$ cat src/design/isse_defs.vh
`ifndef ISSE_DEFS_VH
`define ISSE_DEFS_VH
// =====================================================================
// instruction field positions
`define ISSE_OP_HI        31
`define ISSE_OP_LO        26
`define ISSE_RS_HI        25
`define ISSE_RS_LO        21
`define ISSE_RT_HI        20
`define ISSE_RT_LO        16
`define ISSE_RD_HI        15
`define ISSE_RD_LO        11
`define ISSE_SA_HI        10
`define ISSE_SA_LO        6
`define ISSE_FN_HI        5
`define ISSE_FN_LO        0
// =====================================================================
// opcodes and function codes
`define ISSE_OP_REGFMT    6'h00
`define ISSE_OP_FPIDX     6'h13
`define ISSE_OP_SW        6'h2b
`define ISSE_OP_FPSW      6'h39
`define ISSE_FN_SHL       6'h00
`define ISSE_FN_SHRV      6'h06
`define ISSE_FN_SUBT      6'h22
`define ISSE_FN_SUBW      6'h23
`define ISSE_FN_FPSDX     6'h0d
`define ISSE_NOPBRK_WORD  32'h00000040
// =====================================================================
// exception codes
`define ISSE_EXC_NONE     3'h0
`define ISSE_EXC_OVF      3'h1
`define ISSE_EXC_ADES     3'h2
`define ISSE_EXC_RSVD     3'h3
`define ISSE_EXC_CPU      3'h4
`define ISSE_EXC_TLBL     3'h5
`define ISSE_EXC_TLBINV   3'h6
`define ISSE_EXC_TLBMOD   3'h7
// =====================================================================
// store sizes
`define ISSE_SZ_WORD      1'b0
`define ISSE_SZ_DWORD     1'b1
`endif

$ cat src/design/isse_exec.v
// Notes on behaviour
// - shift low word right, zero fill, sign-extend
// - non-word shift operand gives any result
// - no-op break is left shift zero by one
// - group ends before break no-op, issues alone
// - next instruction issues no earlier than after
// - single issue: no-op still takes a slot
// - superscalar: break no-op issues one cycle late
// - function 100010 gives signed word difference
// - overflow raises trap, destination unchanged
// - no overflow: sign-extended difference written
// - function 100011 wraps, never traps
// - non-word subtract operands give any result
// - indexed double store at base plus index
// - indexed double store ignores low three bits
// - sixteen register mode: indexed store undefined
// - indexed store: only unusable, reserved, translation
// - word store low word at base plus offset
// - word store misaligned raises address error
// - endian swap on address only; big-endian flag sets lane and shift
// - word store: translation and address errors only
// - opcode 111001 stores low float word
// - float word store misaligned raises address error
`include "isse_defs.vh"
module isse_exec #(
    parameter SUPERSCALAR = 1
) (
    input  wire        CLK,
    input  wire        RSTN,
    input  wire        ISSUE_VALID,
    input  wire [31:0] ISSUE_INSTR,
    input  wire [63:0] SRC_A,
    input  wire [63:0] SRC_B,
    input  wire [63:0] FP_DATA,
    input  wire        FP_USABLE,
    input  wire        FP16_MODE,
    input  wire        CPU_BIG_ENDIAN_FLAG,
    input  wire        USER_ENDIAN_SWAP_FLAG,
    input  wire        XLATE_DONE,
    input  wire [2:0]  XLATE_EXC,
    input  wire [39:0] XLATE_PADDR,
    output reg         ISSUE_ACCEPT,
    output reg         GROUP_END,
    output reg         ISSUE_ALONE,
    output reg         WB_EN,
    output reg  [4:0]  WB_REG,
    output reg  [63:0] WB_DATA,
    output reg         XLATE_REQ,
    output reg  [63:0] XLATE_VADDR,
    output reg         ST_EN,
    output reg  [39:0] ST_PADDR,
    output reg  [63:0] ST_DATA,
    output reg  [7:0]  ST_BE,
    output reg         ST_SIZE,
    output reg         EXC_VALID,
    output reg  [2:0]  EXC_CODE
);
    // =================================================================
    // decode helpers
    localparam S_IDLE = 1'b0;
    localparam S_XLAT = 1'b1;

    function is_store;
        input [31:0] ins;
        begin
            is_store = (ins[`ISSE_OP_HI:`ISSE_OP_LO] == `ISSE_OP_SW) ||
                       (ins[`ISSE_OP_HI:`ISSE_OP_LO] == `ISSE_OP_FPSW) ||
                       (ins[`ISSE_OP_HI:`ISSE_OP_LO] == `ISSE_OP_FPIDX &&
                        ins[`ISSE_FN_HI:`ISSE_FN_LO] == `ISSE_FN_FPSDX);
        end
    endfunction

    wire [5:0]  op     = ISSUE_INSTR[`ISSE_OP_HI:`ISSE_OP_LO];
    wire [5:0]  fn     = ISSUE_INSTR[`ISSE_FN_HI:`ISSE_FN_LO];
    wire [4:0]  rd     = ISSUE_INSTR[`ISSE_RD_HI:`ISSE_RD_LO];
    wire [4:0]  sa     = ISSUE_INSTR[`ISSE_SA_HI:`ISSE_SA_LO];
    wire        regfmt = (op == `ISSE_OP_REGFMT);
    wire        nopbrk = (ISSUE_INSTR == `ISSE_NOPBRK_WORD);
    wire        op_shr = regfmt && fn == `ISSE_FN_SHRV && sa == 5'h00;
    wire        op_sbt = regfmt && fn == `ISSE_FN_SUBT && sa == 5'h00;
    wire        op_sbw = regfmt && fn == `ISSE_FN_SUBW && sa == 5'h00;
    wire        op_sw  = (op == `ISSE_OP_SW);
    wire        op_fsw = (op == `ISSE_OP_FPSW);
    wire        op_fsd = (op == `ISSE_OP_FPIDX) && fn == `ISSE_FN_FPSDX && sa == 5'h00;
    wire        fp_op  = op_fsw || op_fsd;

    wire [63:0] shr_res;
    wire [63:0] sub_res;
    wire        sub_ovf;

    isse_alu u_alu (
        .a       (SRC_A),
        .b       (SRC_B),
        .amt     (SRC_B[4:0]),
        .shr_res (shr_res),
        .sub_res (sub_res),
        .sub_ovf (sub_ovf)
    );

    // SRC_A is the shifted word for the shift; SRC_B carries the amount
    wire [63:0] imm_ext = {{48{ISSUE_INSTR[15]}}, ISSUE_INSTR[15:0]};
    wire [63:0] ea_imm  = SRC_A + imm_ext;
    wire [63:0] ea_idx  = SRC_A + SRC_B;

    // =================================================================
    // store pending state
    reg        state_r;
    reg        st_kind_r;
    reg [63:0] st_word_r;
    reg [63:0] st_va_r;
    reg        issued_alone_r;

    wire busy    = (state_r == S_XLAT);
    // break no-op ends the previous group: accept it only in a fresh slot
    wire nop_ok  = !SUPERSCALAR || issued_alone_r;
    wire take    = ISSUE_VALID && !busy && (!nopbrk || nop_ok);

    // byte lane selection shared by both word stores
    wire [2:0] bsel = st_va_r[2:0] ^ {CPU_BIG_ENDIAN_FLAG, 2'b00};

    always @(posedge CLK or negedge RSTN) begin
        if (!RSTN) begin
            state_r        <= S_IDLE;
            st_kind_r      <= `ISSE_SZ_WORD;
            st_word_r      <= 64'h0;
            st_va_r        <= 64'h0;
            issued_alone_r <= 1'b0;
            ISSUE_ACCEPT   <= 1'b0;
            GROUP_END      <= 1'b0;
            ISSUE_ALONE    <= 1'b0;
            WB_EN          <= 1'b0;
            WB_REG         <= 5'h00;
            WB_DATA        <= 64'h0;
            XLATE_REQ      <= 1'b0;
            XLATE_VADDR    <= 64'h0;
            ST_EN          <= 1'b0;
            ST_PADDR       <= 40'h0;
            ST_DATA        <= 64'h0;
            ST_BE          <= 8'h00;
            ST_SIZE        <= `ISSE_SZ_WORD;
            EXC_VALID      <= 1'b0;
            EXC_CODE       <= `ISSE_EXC_NONE;
        end else begin
            ISSUE_ACCEPT <= take;
            // only the refused first offer ends the group; the taken retry must not
            GROUP_END    <= ISSUE_VALID && !busy && nopbrk && !take;
            ISSUE_ALONE  <= take && nopbrk;
            WB_EN        <= 1'b0;
            XLATE_REQ    <= 1'b0;
            ST_EN        <= 1'b0;
            EXC_VALID    <= 1'b0;
            EXC_CODE     <= `ISSE_EXC_NONE;
            // first cycle after a break stall is a fresh group
            issued_alone_r <= ISSUE_VALID && !busy && nopbrk && !take;
            case (state_r)
            S_IDLE: begin
                if (take) begin
                    if (nopbrk) begin
                        WB_EN <= 1'b0;
                    end else if (op_shr) begin
                        WB_EN   <= (rd != 5'h00);
                        WB_REG  <= rd;
                        WB_DATA <= shr_res;
                    end else if (op_sbt && sub_ovf) begin
                        EXC_VALID <= 1'b1;
                        EXC_CODE  <= `ISSE_EXC_OVF;
                    end else if (op_sbt || op_sbw) begin
                        WB_EN   <= (rd != 5'h00);
                        WB_REG  <= rd;
                        WB_DATA <= sub_res;
                    end else if (fp_op && !FP_USABLE) begin
                        EXC_VALID <= 1'b1;
                        EXC_CODE  <= `ISSE_EXC_CPU;
                    end else if ((op_sw && ea_imm[1:0] != 2'b00) ||
                                 (op_fsw && ea_imm[1:0] != 2'b00)) begin
                        EXC_VALID <= 1'b1;
                        EXC_CODE  <= `ISSE_EXC_ADES;
                    end else if (op_sw || op_fsw) begin
                        state_r     <= S_XLAT;
                        st_kind_r   <= `ISSE_SZ_WORD;
                        st_word_r   <= op_sw ? SRC_B : FP_DATA;
                        st_va_r     <= ea_imm;
                        XLATE_REQ   <= 1'b1;
                        XLATE_VADDR <= ea_imm;
                    end else if (op_fsd) begin
                        // FP16_MODE leaves this store undefined; no register_format_group case
                        state_r     <= S_XLAT;
                        st_kind_r   <= `ISSE_SZ_DWORD;
                        st_word_r   <= FP_DATA;
                        st_va_r     <= {ea_idx[63:3], 3'b000};
                        XLATE_REQ   <= 1'b1;
                        XLATE_VADDR <= {ea_idx[63:3], 3'b000};
                    end else if (!is_store(ISSUE_INSTR) && !regfmt) begin
                        EXC_VALID <= 1'b1;
                        EXC_CODE  <= `ISSE_EXC_RSVD;
                    end
                end
            end
            S_XLAT: begin
                if (XLATE_DONE) begin
                    state_r <= S_IDLE;
                    if (XLATE_EXC != `ISSE_EXC_NONE) begin
                        EXC_VALID <= 1'b1;
                        EXC_CODE  <= XLATE_EXC;
                    end else if (st_kind_r == `ISSE_SZ_DWORD) begin
                        ST_EN    <= 1'b1;
                        ST_SIZE  <= `ISSE_SZ_DWORD;
                        ST_PADDR <= {XLATE_PADDR[39:3], 3'b000};
                        ST_DATA  <= st_word_r;
                        ST_BE    <= 8'hff;
                    end else begin
                        ST_EN    <= 1'b1;
                        ST_SIZE  <= `ISSE_SZ_WORD;
                        ST_PADDR <= {XLATE_PADDR[39:3],
                                     XLATE_PADDR[2] ^ USER_ENDIAN_SWAP_FLAG,
                                     XLATE_PADDR[1:0]};
                        ST_DATA  <= bsel[2] ? {st_word_r[31:0], 32'h0}
                                            : {32'h0, st_word_r[31:0]};
                        ST_BE    <= bsel[2] ? 8'hf0 : 8'h0f;
                    end
                end
            end
            default: state_r <= S_IDLE;
            endcase
        end
    end
endmodule // isse_exec

$ cat src/design/isse_alu.v
`include "isse_defs.vh"
module isse_alu (
    input  wire [63:0] a,
    input  wire [63:0] b,
    input  wire [4:0]  amt,
    output wire [63:0] shr_res,
    output wire [63:0] sub_res,
    output wire        sub_ovf
);
    wire [31:0] shr_w;
    wire [32:0] diff;
    assign shr_w   = a[31:0] >> amt;
    assign shr_res = {{32{shr_w[31]}}, shr_w};
    // 33-bit extension exposes overflow as a bit-32/bit-31 mismatch
    assign diff    = {a[31], a[31:0]} - {b[31], b[31:0]};
    assign sub_ovf = diff[32] ^ diff[31];
    assign sub_res = {{32{diff[31]}}, diff[31:0]};
endmodule // isse_alu

$ cat config.mk
export PLATFORM = sky130hd
export DESIGN_NAME = isse_exec
export DESIGN_NICKNAME = d
export VERILOG_FILES = /design/src/design/isse_exec.v /design/src/design/isse_alu.v
export VERILOG_INCLUDE_DIRS = /design/src /design/src/design
export SDC_FILE = /design/constraint.sdc
export NUM_CORES = 1
export LEC_CHECK = 0
export ABC_CLOCK_PERIOD_IN_PS = 4400
export BUFFER_PORTS_ARGS = -buffer_cell sky130_fd_sc_hd__buf_2
export CAP_MARGIN = 5
export CORE_MARGIN = 2
export CORE_UTILIZATION = 39
export CTS_CLUSTER_SIZE = 10
export DETAILED_ROUTE_END_ITERATION = 6
export GPL_TIMING_DRIVEN = 0
export SLEW_MARGIN = 0
export SYNTH_ARGS = -nofsm -noshare
export SYNTH_HDL_FRONTEND = slang
export SYNTH_SLANG_ARGS = --single-unit
$ cat constraint.sdc
create_clock -name CLK -period 4.4 [get_ports CLK]
set_input_delay 0.88 -clock CLK [delete_from_list [all_inputs] [get_ports CLK]]
set_output_delay 0.88 -clock CLK [all_outputs]
set_load 0.02 [all_outputs]
* Word-level counts from Yosys, hierarchy flattened
Index checks and enable logic that the tools add are counted.
** Operators by class
- Add/sub/neg operators :: 3
- Equal/unequal tests :: 9
- Shift operators :: 1
- Multiplexer cells :: 66
- Bitwise operators :: 11
- Reduce and logical (&&, ||, !) cells :: 40
** Operator list (count)
- 64-bit two-way mux :: 10
- 64-bit adder :: 2
- 1-bit two-way mux :: 35
- 32-bit by 32-bit subtractor with 33-bit output :: 1
- 32-bit by 7-bit equality test with 1-bit output (second input constant) :: 1
- 32-bit by 5-bit right shift with 32-bit output :: 1
- 3-bit two-way mux :: 9
- 6-bit equality test (second input constant) :: 4
- 1-bit logical AND :: 18
- 8-bit two-way mux :: 2
- 5-bit two-way mux :: 3
- 9-bit AND reduction :: 1
- 2-bit two-way mux :: 4
- 1-bit inverter :: 8
- 6-bit by 3-bit equality test with 1-bit output (second input constant) :: 1
- 6-bit by 4-bit equality test with 1-bit output (second input constant) :: 1
- 6-bit by 5-bit equality test with 1-bit output (second input constant) :: 1
- 1-bit logical NOT :: 6
- 6-bit logical NOT :: 1
- 1-bit logical OR :: 6
- 3-bit case mux with 2 select lines :: 1
- 2-bit nonzero test :: 3
- 5-bit logical NOT :: 1
- 5-bit AND reduction :: 1
- other kinds (7) :: 9
** Storage, ports and cells
- Register bits after elaboration :: 322
- Input bits :: 275
- Output and inout bits :: 256
- Logic and storage cells :: 148

* Longest topological paths before layout
Gate-level depths: netlist (run 1).
- Depth after elaboration :: 16
- Gate-level depth with buffers :: 18
- Depth with buffers taken out :: 15

* Hierarchy
Synthesis (run 1) repeated with hierarchy kept, for this count alone.
** Second synthesis, totals
- Cell total of the unflattened synthesis :: 2914
- Area, all modules :: 24466.0 um^2
** By module, submodules not included
- isse_exec :: instances 1, cells each 2356, area each 20694.8 um^2, seq. area each 7907.6 um^2
- isse_alu :: instances 1, cells each 558, area each 3771.1 um^2, seq. area each 0.0 um^2

* Least setup slack after synthesis (run 1)
No wires, ideal clock.
- Path kind :: input-to-reg
- Start point :: input SRC_B[2]
- End point :: register WB_DATA[18]
- Setup time :: 0.125 ns
- Arrival time :: 4.853 ns
- Data required time :: 4.275 ns
- Setup slack :: -0.577 ns
- Cell stages on the path :: 17
- Path buffers :: 5
- Path through :: clkbuf_1 inv_1 buf_1 clkbuf_1 ha_1 buf_2 o21ai_0 a21oi_1 o21ai_1 a2111oi_1 o2111ai_1 a211oi_1 o31ai_1 xnor2_1 o211ai_2 buf_2 mux2_2
** On the way
- Cells in the longest elaborated chain, start to end :: 5
- Elaborated cells on any way between the ends :: 9
- Those cells by class :: 1 x add/sub; 1 x eq/ne; 1 x shift; 3 x mux; 1 x bitwise; 2 x reduce/logical
** RTL lines
- start, declared :: line isse_exec.v:33 : input wire [63:0] SRC_B,
- 32-bit by 32-bit subtractor with 33-bit output :: line isse_alu.v:15 : assign diff = {a[31], a[31:0]} - {b[31], b[31:0]};
- 1-bit bitwise XOR :: line isse_alu.v:16 : assign sub_ovf = diff[32] ^ diff[31];
- 1-bit logical AND :: line isse_exec.v:164 : end else if (op_sbt && sub_ovf) begin
- 2-bit != test (no source line)
- 5-bit AND reduction (no source line)
- end signal, assigned :: line isse_exec.v:163 : WB_DATA <= shr_res;
- end signal, assigned :: line isse_exec.v:170 : WB_DATA <= sub_res;
- end, declared :: line isse_exec.v:47 : output reg [63:0] WB_DATA,
Several ways; a longest one is shown, not always the timed one. The select of a mux whose other input is x is not followed.
A chain may end at the register's enable or synchronous reset.

==> reports/qor.yml, run 1 <==
status: "finished clean"
yosys.area.top_type: "dfrtp_1"
die_w_um: 246.0
grt_pass1_wl_um: 152200
timing.rr.end: "st_va_r[58]$_DFFE_PN0P_"
grt_pass1_vias: 22900
clk_pin_slew_ns: 0.07
p_leak_nw: 13.74
worst-path-buf-inv: 3
clk_latency_ns: 0.58
r2r-start: "busy$_DFF_PN0_"
route.detailed.drc: 0
p_sw_frac: 0.3734
clkPwrFrac: 0.331
drtIter0Drc: 2263
num_rows: 88
clock_sinks: 284
cp-start-kind: "input port"
setup_violations: 0
slew-limit-headroom: 0.08135
grt_usage: 0.3369
slowest_stage: "nor2_1"
syn_nets: 3207
crit_family: "simple AND/OR/NAND/NOR gates"
io_buffers: 529
cp.required_ns: 4.92
period_share: 0.9879
ys_warn_count: 0
async_flop_share: 1.000
total_power_mw: 8.444
ant_nets: 0
wirelength_um: 104800
grt_remaining_overflow: 0
hold_class: "in -> async"
crit_path_end_kind: "register"
path_max_fanout: 10
area_delta_synth_final_pct: 22.18
cellInternalPower_mw: 5.291
syn_inst: 2772
reg2reg_depth: 9
synth_top_area_frac: 0.3112
power.density_mw_per_mm2: 302.7
avgSynthCellArea_sq_um: 8.237
routedWlPerCell_um: 25.40
die_area_sq_mm: 0.06050
synth_seq_cells: 284
ir_worst_vdd_mv: 0.2652
clockBufferDepth: 3
viasPerCell: 5.894
hpwlAfterDp_um: 86810
synth_seq_area_share: 0.3112
synth.distinct_cells: 89
start_util: 0.3950
synthesis.area_sq_mm: 0.02283
rsz0062_at_grt: "no"
path_class: "in -> reg"
vias: 24320
cts_buffers: 36
die_h_um: 246.0
worst_pin_slew_ns: 1.378
crit_path_max_incr_delay_ns: 0.71
ioPinCount: 531
r2r_setup_slack_ns: 0.80
switchingPower_mw: 3.153
fmax_mhz: 230.1
drv_slew: 0
drv_cap: 0
hold_viol: 0
root_buffer: "clkbuf_16"
fin_crit_ns: 4.347
synth_ff_type: "dfrtp_1"
cp_cell_sequence: "buf_2 > and4b_1 > nand4_1 > or3_1 > a21oi_1 > or4_4 > a21o_2 > clkbuf_4 > nor2_1 > clkbuf_1 > o21ai_0 > nand4_1"
fin_cells: 4127
arrival_ns: 4.86
drive_gt1_frac: 0.2257
drt-pass1-iter-count: 5
power_frac_comb: 0.325
power_frac_seq: 0.344
antenna_found_initial: 8
cpMostUsedCell: "nand4_1"
nets: 3782
nFillCells: 5795
dp_cells: 4068
grt_max_degree: 118
synth-edff-count: 0
gp_congestion: 0.9851
htreeDepth: 2
skew_ns: 0.03968
core_area_sq_mm: 0.05781
cts_tree: "done"
postCtsHoldBufs: 0
crit_path_start: "ISSUE_INSTR[1]"
ys_top_cells_by_area: "dfrtp_1, ha_1, nand2_1"
-- synthesized netlist by cell type, types with 29 or more instances --
library cell	n
a21o_1	68
inv_1	102
xor2_1	40
clkbuf_1	127
nor2_1	237
a211oi_1	29
a221oi_1	48
nand2_1	405
o21ai_0	240
a21oi_1	241
mux2i_1	85
dfrtp_1	284
a22o_1	32
nand4_1	30
xnor2_1	105
buf_4	41
o21bai_1	32
ha_1	158
nand3_1	36
nor3_1	36
-- flip-flops by register name (all words and copies together) (netlist names) --
signal	cells
ST_DATA	64
st_va_r	64
st_word_r	64
ST_PADDR	40
WB_DATA	32
WB_REG	5
EXC_CODE	3
ST_BE	2
EXC_VALID	1
ISSUE_ACCEPT	1
ISSUE_ALONE	1
ST_EN	1
ST_SIZE	1
WB_EN	1
XLATE_REQ	1
busy	1
issued_alone_r	1
st_kind_r	1
-- timing repair --
item                                    CTS  global route
gates resized for setup                  38            18
gates cloned                              0             1
endpoints found under the setup margin  171            63
setup buffers                             3             8
pin swaps                                 4             6
-- final cells by class --
type / instances / area (sq um) / area share
Antenna cell: 3 / 7.507 / 0.0002691
Clock buffer: 44 / 970.9 / 0.03480
Timing Repair Buffer: 542 / 2816 / 0.1010
Timing Repair inverter: 1 / 5.005 / 0.0001794
Multi-Input combinational cell: 2181 / 14540 / 0.5211
Sequential cell: 284 / 7107 / 0.2547
Tap cell: 765 / 957.2 / 0.03431
Clock inverter: 6 / 87.58 / 0.003139
Inverter: 103 / 392.9 / 0.01408
Buffer: 198 / 1017 / 0.03646
-- worst max-delay path by stage --
stage	slack, ns	to	cells after the start
CTS	-0.002	WB_DATA[24]$_DFFE_PN0P_	16
global placement	-3.08	st_va_r[24]$_DFFE_PN0P_	1
floorplan	0.005	WB_DATA[16]$_DFFE_PN0P_	17
finish	0.05	st_va_r[58]$_DFFE_PN0P_	12
detailed placement	-2.11	WB_DATA[20]$_DFFE_PN0P_	18
global route	0.01	st_va_r[53]$_DFFE_PN0P_	14
-- through the flow --
stage	hold slack [ns]	utilization	area, sq um	setup WS (ns)	setup TNS [ns]
final	0.2766	0.4826	27900	0.05316	0
after global routing	0.3074	0.4826	27900	0.01391	0
after CTS	0.2705	0.4806	27780	-0.001705	-0.001705
after detailed placement	0.4470	0.4591	26540	-2.108	-214.32
after global placement	0.4410	0.4580	26480	-3.078	-1072.07
after floorplan	0.4501	-	22870	0.005337	0
-- logic make-up (layout without fill, tap and decap cells) --
logic type	after synthesis	after routing	synth area share
simple gates	879	879	0.1694
compound gates	864	864	0.2413
buf+inv	307	894	0.06083
flops	284	284	0.3113
other cells	0	3	0
mux	133	133	0.07326
fa+ha+maj	160	160	0.08833
xor+xnor	145	145	0.05562
-- power by group through the flow --
stage | Combinational, mW | Sequential [mW] | Clock [mW]
2_1_floorplan | 1.52 | 3.00 | 0
3_3_place_gp | 2.62 | 2.94 | 0
3_5_place_dp | 2.64 | 2.94 | 0
4_1_cts | 2.68 | 2.90 | 2.84
5_1_grt | 2.96 | 2.92 | 2.93
6_report | 2.74 | 2.90 | 2.80
-- placed cells by master (no fill, tap or decap), types with 13 or more instances in the layout --
| cell | Yosys | routed |
|---|---|---|
| o211ai_1 | 15 | 15 |
| nand3_1 | 36 | 36 |
| o31ai_1 | 18 | 16 |
| mux4_2 | 25 | 25 |
| nand2b_1 | 21 | 21 |
| a22o_1 | 32 | 32 |
| xnor2_1 | 105 | 104 |
| o221ai_1 | 13 | 13 |
| nor3_1 | 36 | 36 |
| clkbuf_1 | 127 | 120 |
| dfrtp_1 | 284 | 284 |
| mux2i_1 | 85 | 85 |
| o21ai_0 | 240 | 236 |
| a221oi_1 | 48 | 46 |
| a211oi_1 | 29 | 24 |
| a21o_1 | 68 | 67 |
| nand4_1 | 30 | 30 |
| clkbuf_16 | 0 | 36 |
| nand2_1 | 405 | 405 |
| a21oi_1 | 241 | 237 |
| buf_4 | 41 | 50 |
| and3_1 | 19 | 19 |
| nor2b_1 | 15 | 15 |
| buf_2 | 16 | 538 |
| mux2_2 | 23 | 23 |
| ha_1 | 158 | 156 |
| xor2_1 | 40 | 40 |
| a22oi_1 | 16 | 16 |
| nor2_1 | 237 | 237 |
| o21bai_1 | 32 | 32 |
| inv_1 | 102 | 100 |
| a31oi_1 | 23 | 23 |
-- metal layers --
layer  up-vias  track usage  wire length [um]
met4         2      0.09679              3085
met5         -            0                11
met1     11960       0.4797             46410
met3       147      0.05817              8972
met2      1138       0.5213             46360
li1      11080            -                 -
Power figures use the tool's default switching activity.
==> inputs of run 2 (changes only) <==
--- a/config.mk
+++ b/config.mk
@@ -16,2 +16,3 @@
 export GPL_TIMING_DRIVEN = 0
+export RECOVER_POWER = 100
 export SLEW_MARGIN = 0
--- a/constraint.sdc
+++ b/constraint.sdc
@@ -3,2 +3,2 @@
 set_output_delay 0.88 -clock CLK [all_outputs]
-set_load 0.02 [all_outputs]
+set_load 0.01 [all_outputs]
==> reports/qor.yml, run 2 (same netlist as run 1, synthesis figures left out) <==
antenna_found_initial: 8  # unchanged
mostFrequentLayoutCells: "nand2_1, clkbuf_1, buf_2"  # was buf_2, nand2_1, dfrtp_1
crit_path_end_kind: "register"  # unchanged
hold_end: "issued_alone_r$_DFF_PN0_"
dpl_cell_area_sq_mm: 0.02654  # unchanged
power_frac_comb: 0.317  # was 0.325
power.density_mw_per_mm2: 302.4  # was 302.7 mW/mm^2
vias: 24320  # about the same
num_rows: 88  # unchanged
design_area_sq_mm: 0.02759  # was 0.02790 sq mm
clk_pin_slew_ns: 0.07  # about the same
min-delay-start: "issued_alone_r$_DFF_PN0_"
clk_latency_ns: 0.59  # was 0.58 ns
drv_slew: 67  # was 0
slew-limit-headroom: -1.133  # was 0.08135
routedWlPerCell_um: 25.44  # was 25.40 um
gp_congestion: 0.9851  # unchanged
p_sw_frac: 0.3692  # was 0.3734
cellInternalPower_mw: 5.264  # was 5.291 mW
wirelength_um: 105000  # was 104800 um
dp_cells: 4068  # unchanged
postCtsHoldBufs: 0  # unchanged
nets: 3782  # unchanged
root_buffer: "clkbuf_16"  # unchanged
worst_pin_slew_ns: 3.199  # was 1.378 ns
drt-pass1-iter-count: 5  # unchanged
die_w_um: 246.0  # unchanged
hold_class: "reg -> reg"  # was in -> async
drv_cap: 1  # was 0
drive_gt1_frac: 0.1578  # was 0.2257
crit_path_start: "ISSUE_INSTR[1]"  # unchanged
path_class: "in -> reg"  # unchanged
hpwlAfterDp_um: 86810  # unchanged
viasPerCell: 5.890  # was 5.894
start_util: 0.3950  # unchanged
timing.rr.end: "st_va_r[58]$_DFFE_PN0P_"  # unchanged
r2r-start: "busy$_DFF_PN0_"  # unchanged
route.detailed.drc: 0  # unchanged
ir_worst_vdd_mv: 0.2551  # was 0.2652 mV
layout_commonest_cell: "nand2_1"  # was buf_2
cts_buffers: 36  # unchanged
r2r_setup_slack_ns: 0.81  # was 0.80 ns
fin_cells: 4128  # was 4127
ant_nets: 0  # unchanged
grt_remaining_overflow: 0  # unchanged
arrival_ns: 4.88  # was 4.86 ns
grt_pass1_wl_um: 152200  # unchanged
period_share: 0.9899  # was 0.9879
p_leak_nw: 12.79  # was 13.74 nW
power_frac_seq: 0.348  # was 0.344
die_area_sq_mm: 0.06050  # unchanged
fmax_mhz: 229.6  # was 230.1 MHz
cp.required_ns: 4.92  # about the same
area_delta_synth_final_pct: 20.84  # was 22.18%
hold_viol: 0  # unchanged
io_buffers: 529  # unchanged
rsz0062_at_grt: "no"  # unchanged
status: "finished, violations left"  # was finished clean
die_h_um: 246.0  # unchanged
fin_crit_ns: 4.356  # was 4.347 ns
cp-start-kind: "input port"  # unchanged
whs_ns: 0.4644  # was 0.2766 ns
clockBufferDepth: 3  # unchanged
nFillCells: 5897  # was 5795
path_max_fanout: 10  # unchanged
min_delay_path_depth: 1
grt_max_degree: 118  # unchanged
htreeDepth: 2  # unchanged
cts_tree: "done"  # unchanged
pre_cts_ws_ns: -2.108  # unchanged
clkPwrFrac: 0.335  # was 0.331
setup_tns_ns: 0  # unchanged
worst_slack_ns: 0.04441  # was 0.05316 ns
drtIter0Drc: 2332  # was 2263
clock_sinks: 284  # unchanged
ioPinCount: 531  # unchanged
setup_violations: 0  # unchanged
violations: "capacitance limit, slew limit"
top_regs: "ST_DATA (64), st_va_r (64), st_word_r (64)"  # unchanged
switchingPower_mw: 3.081  # was 3.153 mW
reg2reg_depth: 9  # unchanged
core_area_sq_mm: 0.05781  # unchanged
grt_pass1_vias: 22900  # unchanged
skew_ns: 0.04547  # was 0.03968 ns
grt_usage: 0.3369  # unchanged
run 2: cell types whose count changed in the layout (fill, tap and decap cells not counted), sizes merged:
cell,before,now
clkbuf,173,445
dlymetal6s4s,0,1
diode,3,4
buf,607,334
run 2: worst max-delay path, stage by stage:
cell	delay (ns)
buf_2	0.15
and4b_1	0.22
nand4_1	0.10
or3_1	0.31
a21oi_1	0.28
or4_4	0.66
a21o_2	0.34
clkbuf_4	0.28
nor2_1	0.71
clkbuf_1	0.50
o21ai_0	0.28
nand4_1	0.15
run 2: cell type report:
type | instances | area (sq um) | share of cell area
Antenna cell | 4 | 10.01 | 0.0003628
Buffer | 198 | 1001 | 0.03628
Sequential cell | 284 | 7107 | 0.2576
Inverter | 103 | 392.9 | 0.01424
Timing Repair Buffer | 542 | 2532 | 0.09178
Multi-Input combinational cell | 2181 | 14530 | 0.5265
Clock buffer | 44 | 970.9 | 0.03519
Tap cell | 765 | 957.2 | 0.03469
Clock inverter | 6 | 87.58 | 0.003174
Timing Repair inverter | 1 | 5.005 | 0.0001814
run 2: power by group through the flow:
stage,logic [mW],registers (mW),clock network (mW)
6_report,2.64,2.91,2.80
5_1_grt,2.86,2.92,2.93
4_1_cts,2.60,2.90,2.84
3_5_place_dp,2.56,2.94,0
3_3_place_gp,2.55,2.94,0
2_1_floorplan,1.52,2.94,0
run 2: timing repair:
| action | in CTS | in global routing |
|---|---|---|
| resized for setup | 38 | 18 |
| setup buffers | 3 | 8 |
| cloned | 0 | 1 |
| endpoints found under the setup margin | 171 | 63 |
| pin swaps | 4 | 6 |
run 2: how the worst max path moves through the flow:
stage	to	cells after the start
4_1_cts	WB_DATA[24]$_DFFE_PN0P_	16
6_report	st_va_r[58]$_DFFE_PN0P_	12
3_3_place_gp	st_va_r[24]$_DFFE_PN0P_	1
3_5_place_dp	WB_DATA[20]$_DFFE_PN0P_	18
5_1_grt	st_va_r[2]$_DFFE_PN0P_	12
2_1_floorplan	WB_DATA[16]$_DFFE_PN0P_	17
run 2: metrics by stage:
stage               total power [mW]  utilization
floorplan                      4.452            -
global placement               5.493       0.4580
detailed placement             5.508       0.4591
CTS                            8.340       0.4806
global route                   8.712       0.4773
finish                         8.345       0.4773
run 2: layer usage:
layer | routed length [um] | global-route usage
met5 | 11 | 0
met4 | 3151 | 0.09679
met2 | 46320 | 0.5213
met3 | 9283 | 0.05817
met1 | 46260 | 0.4797
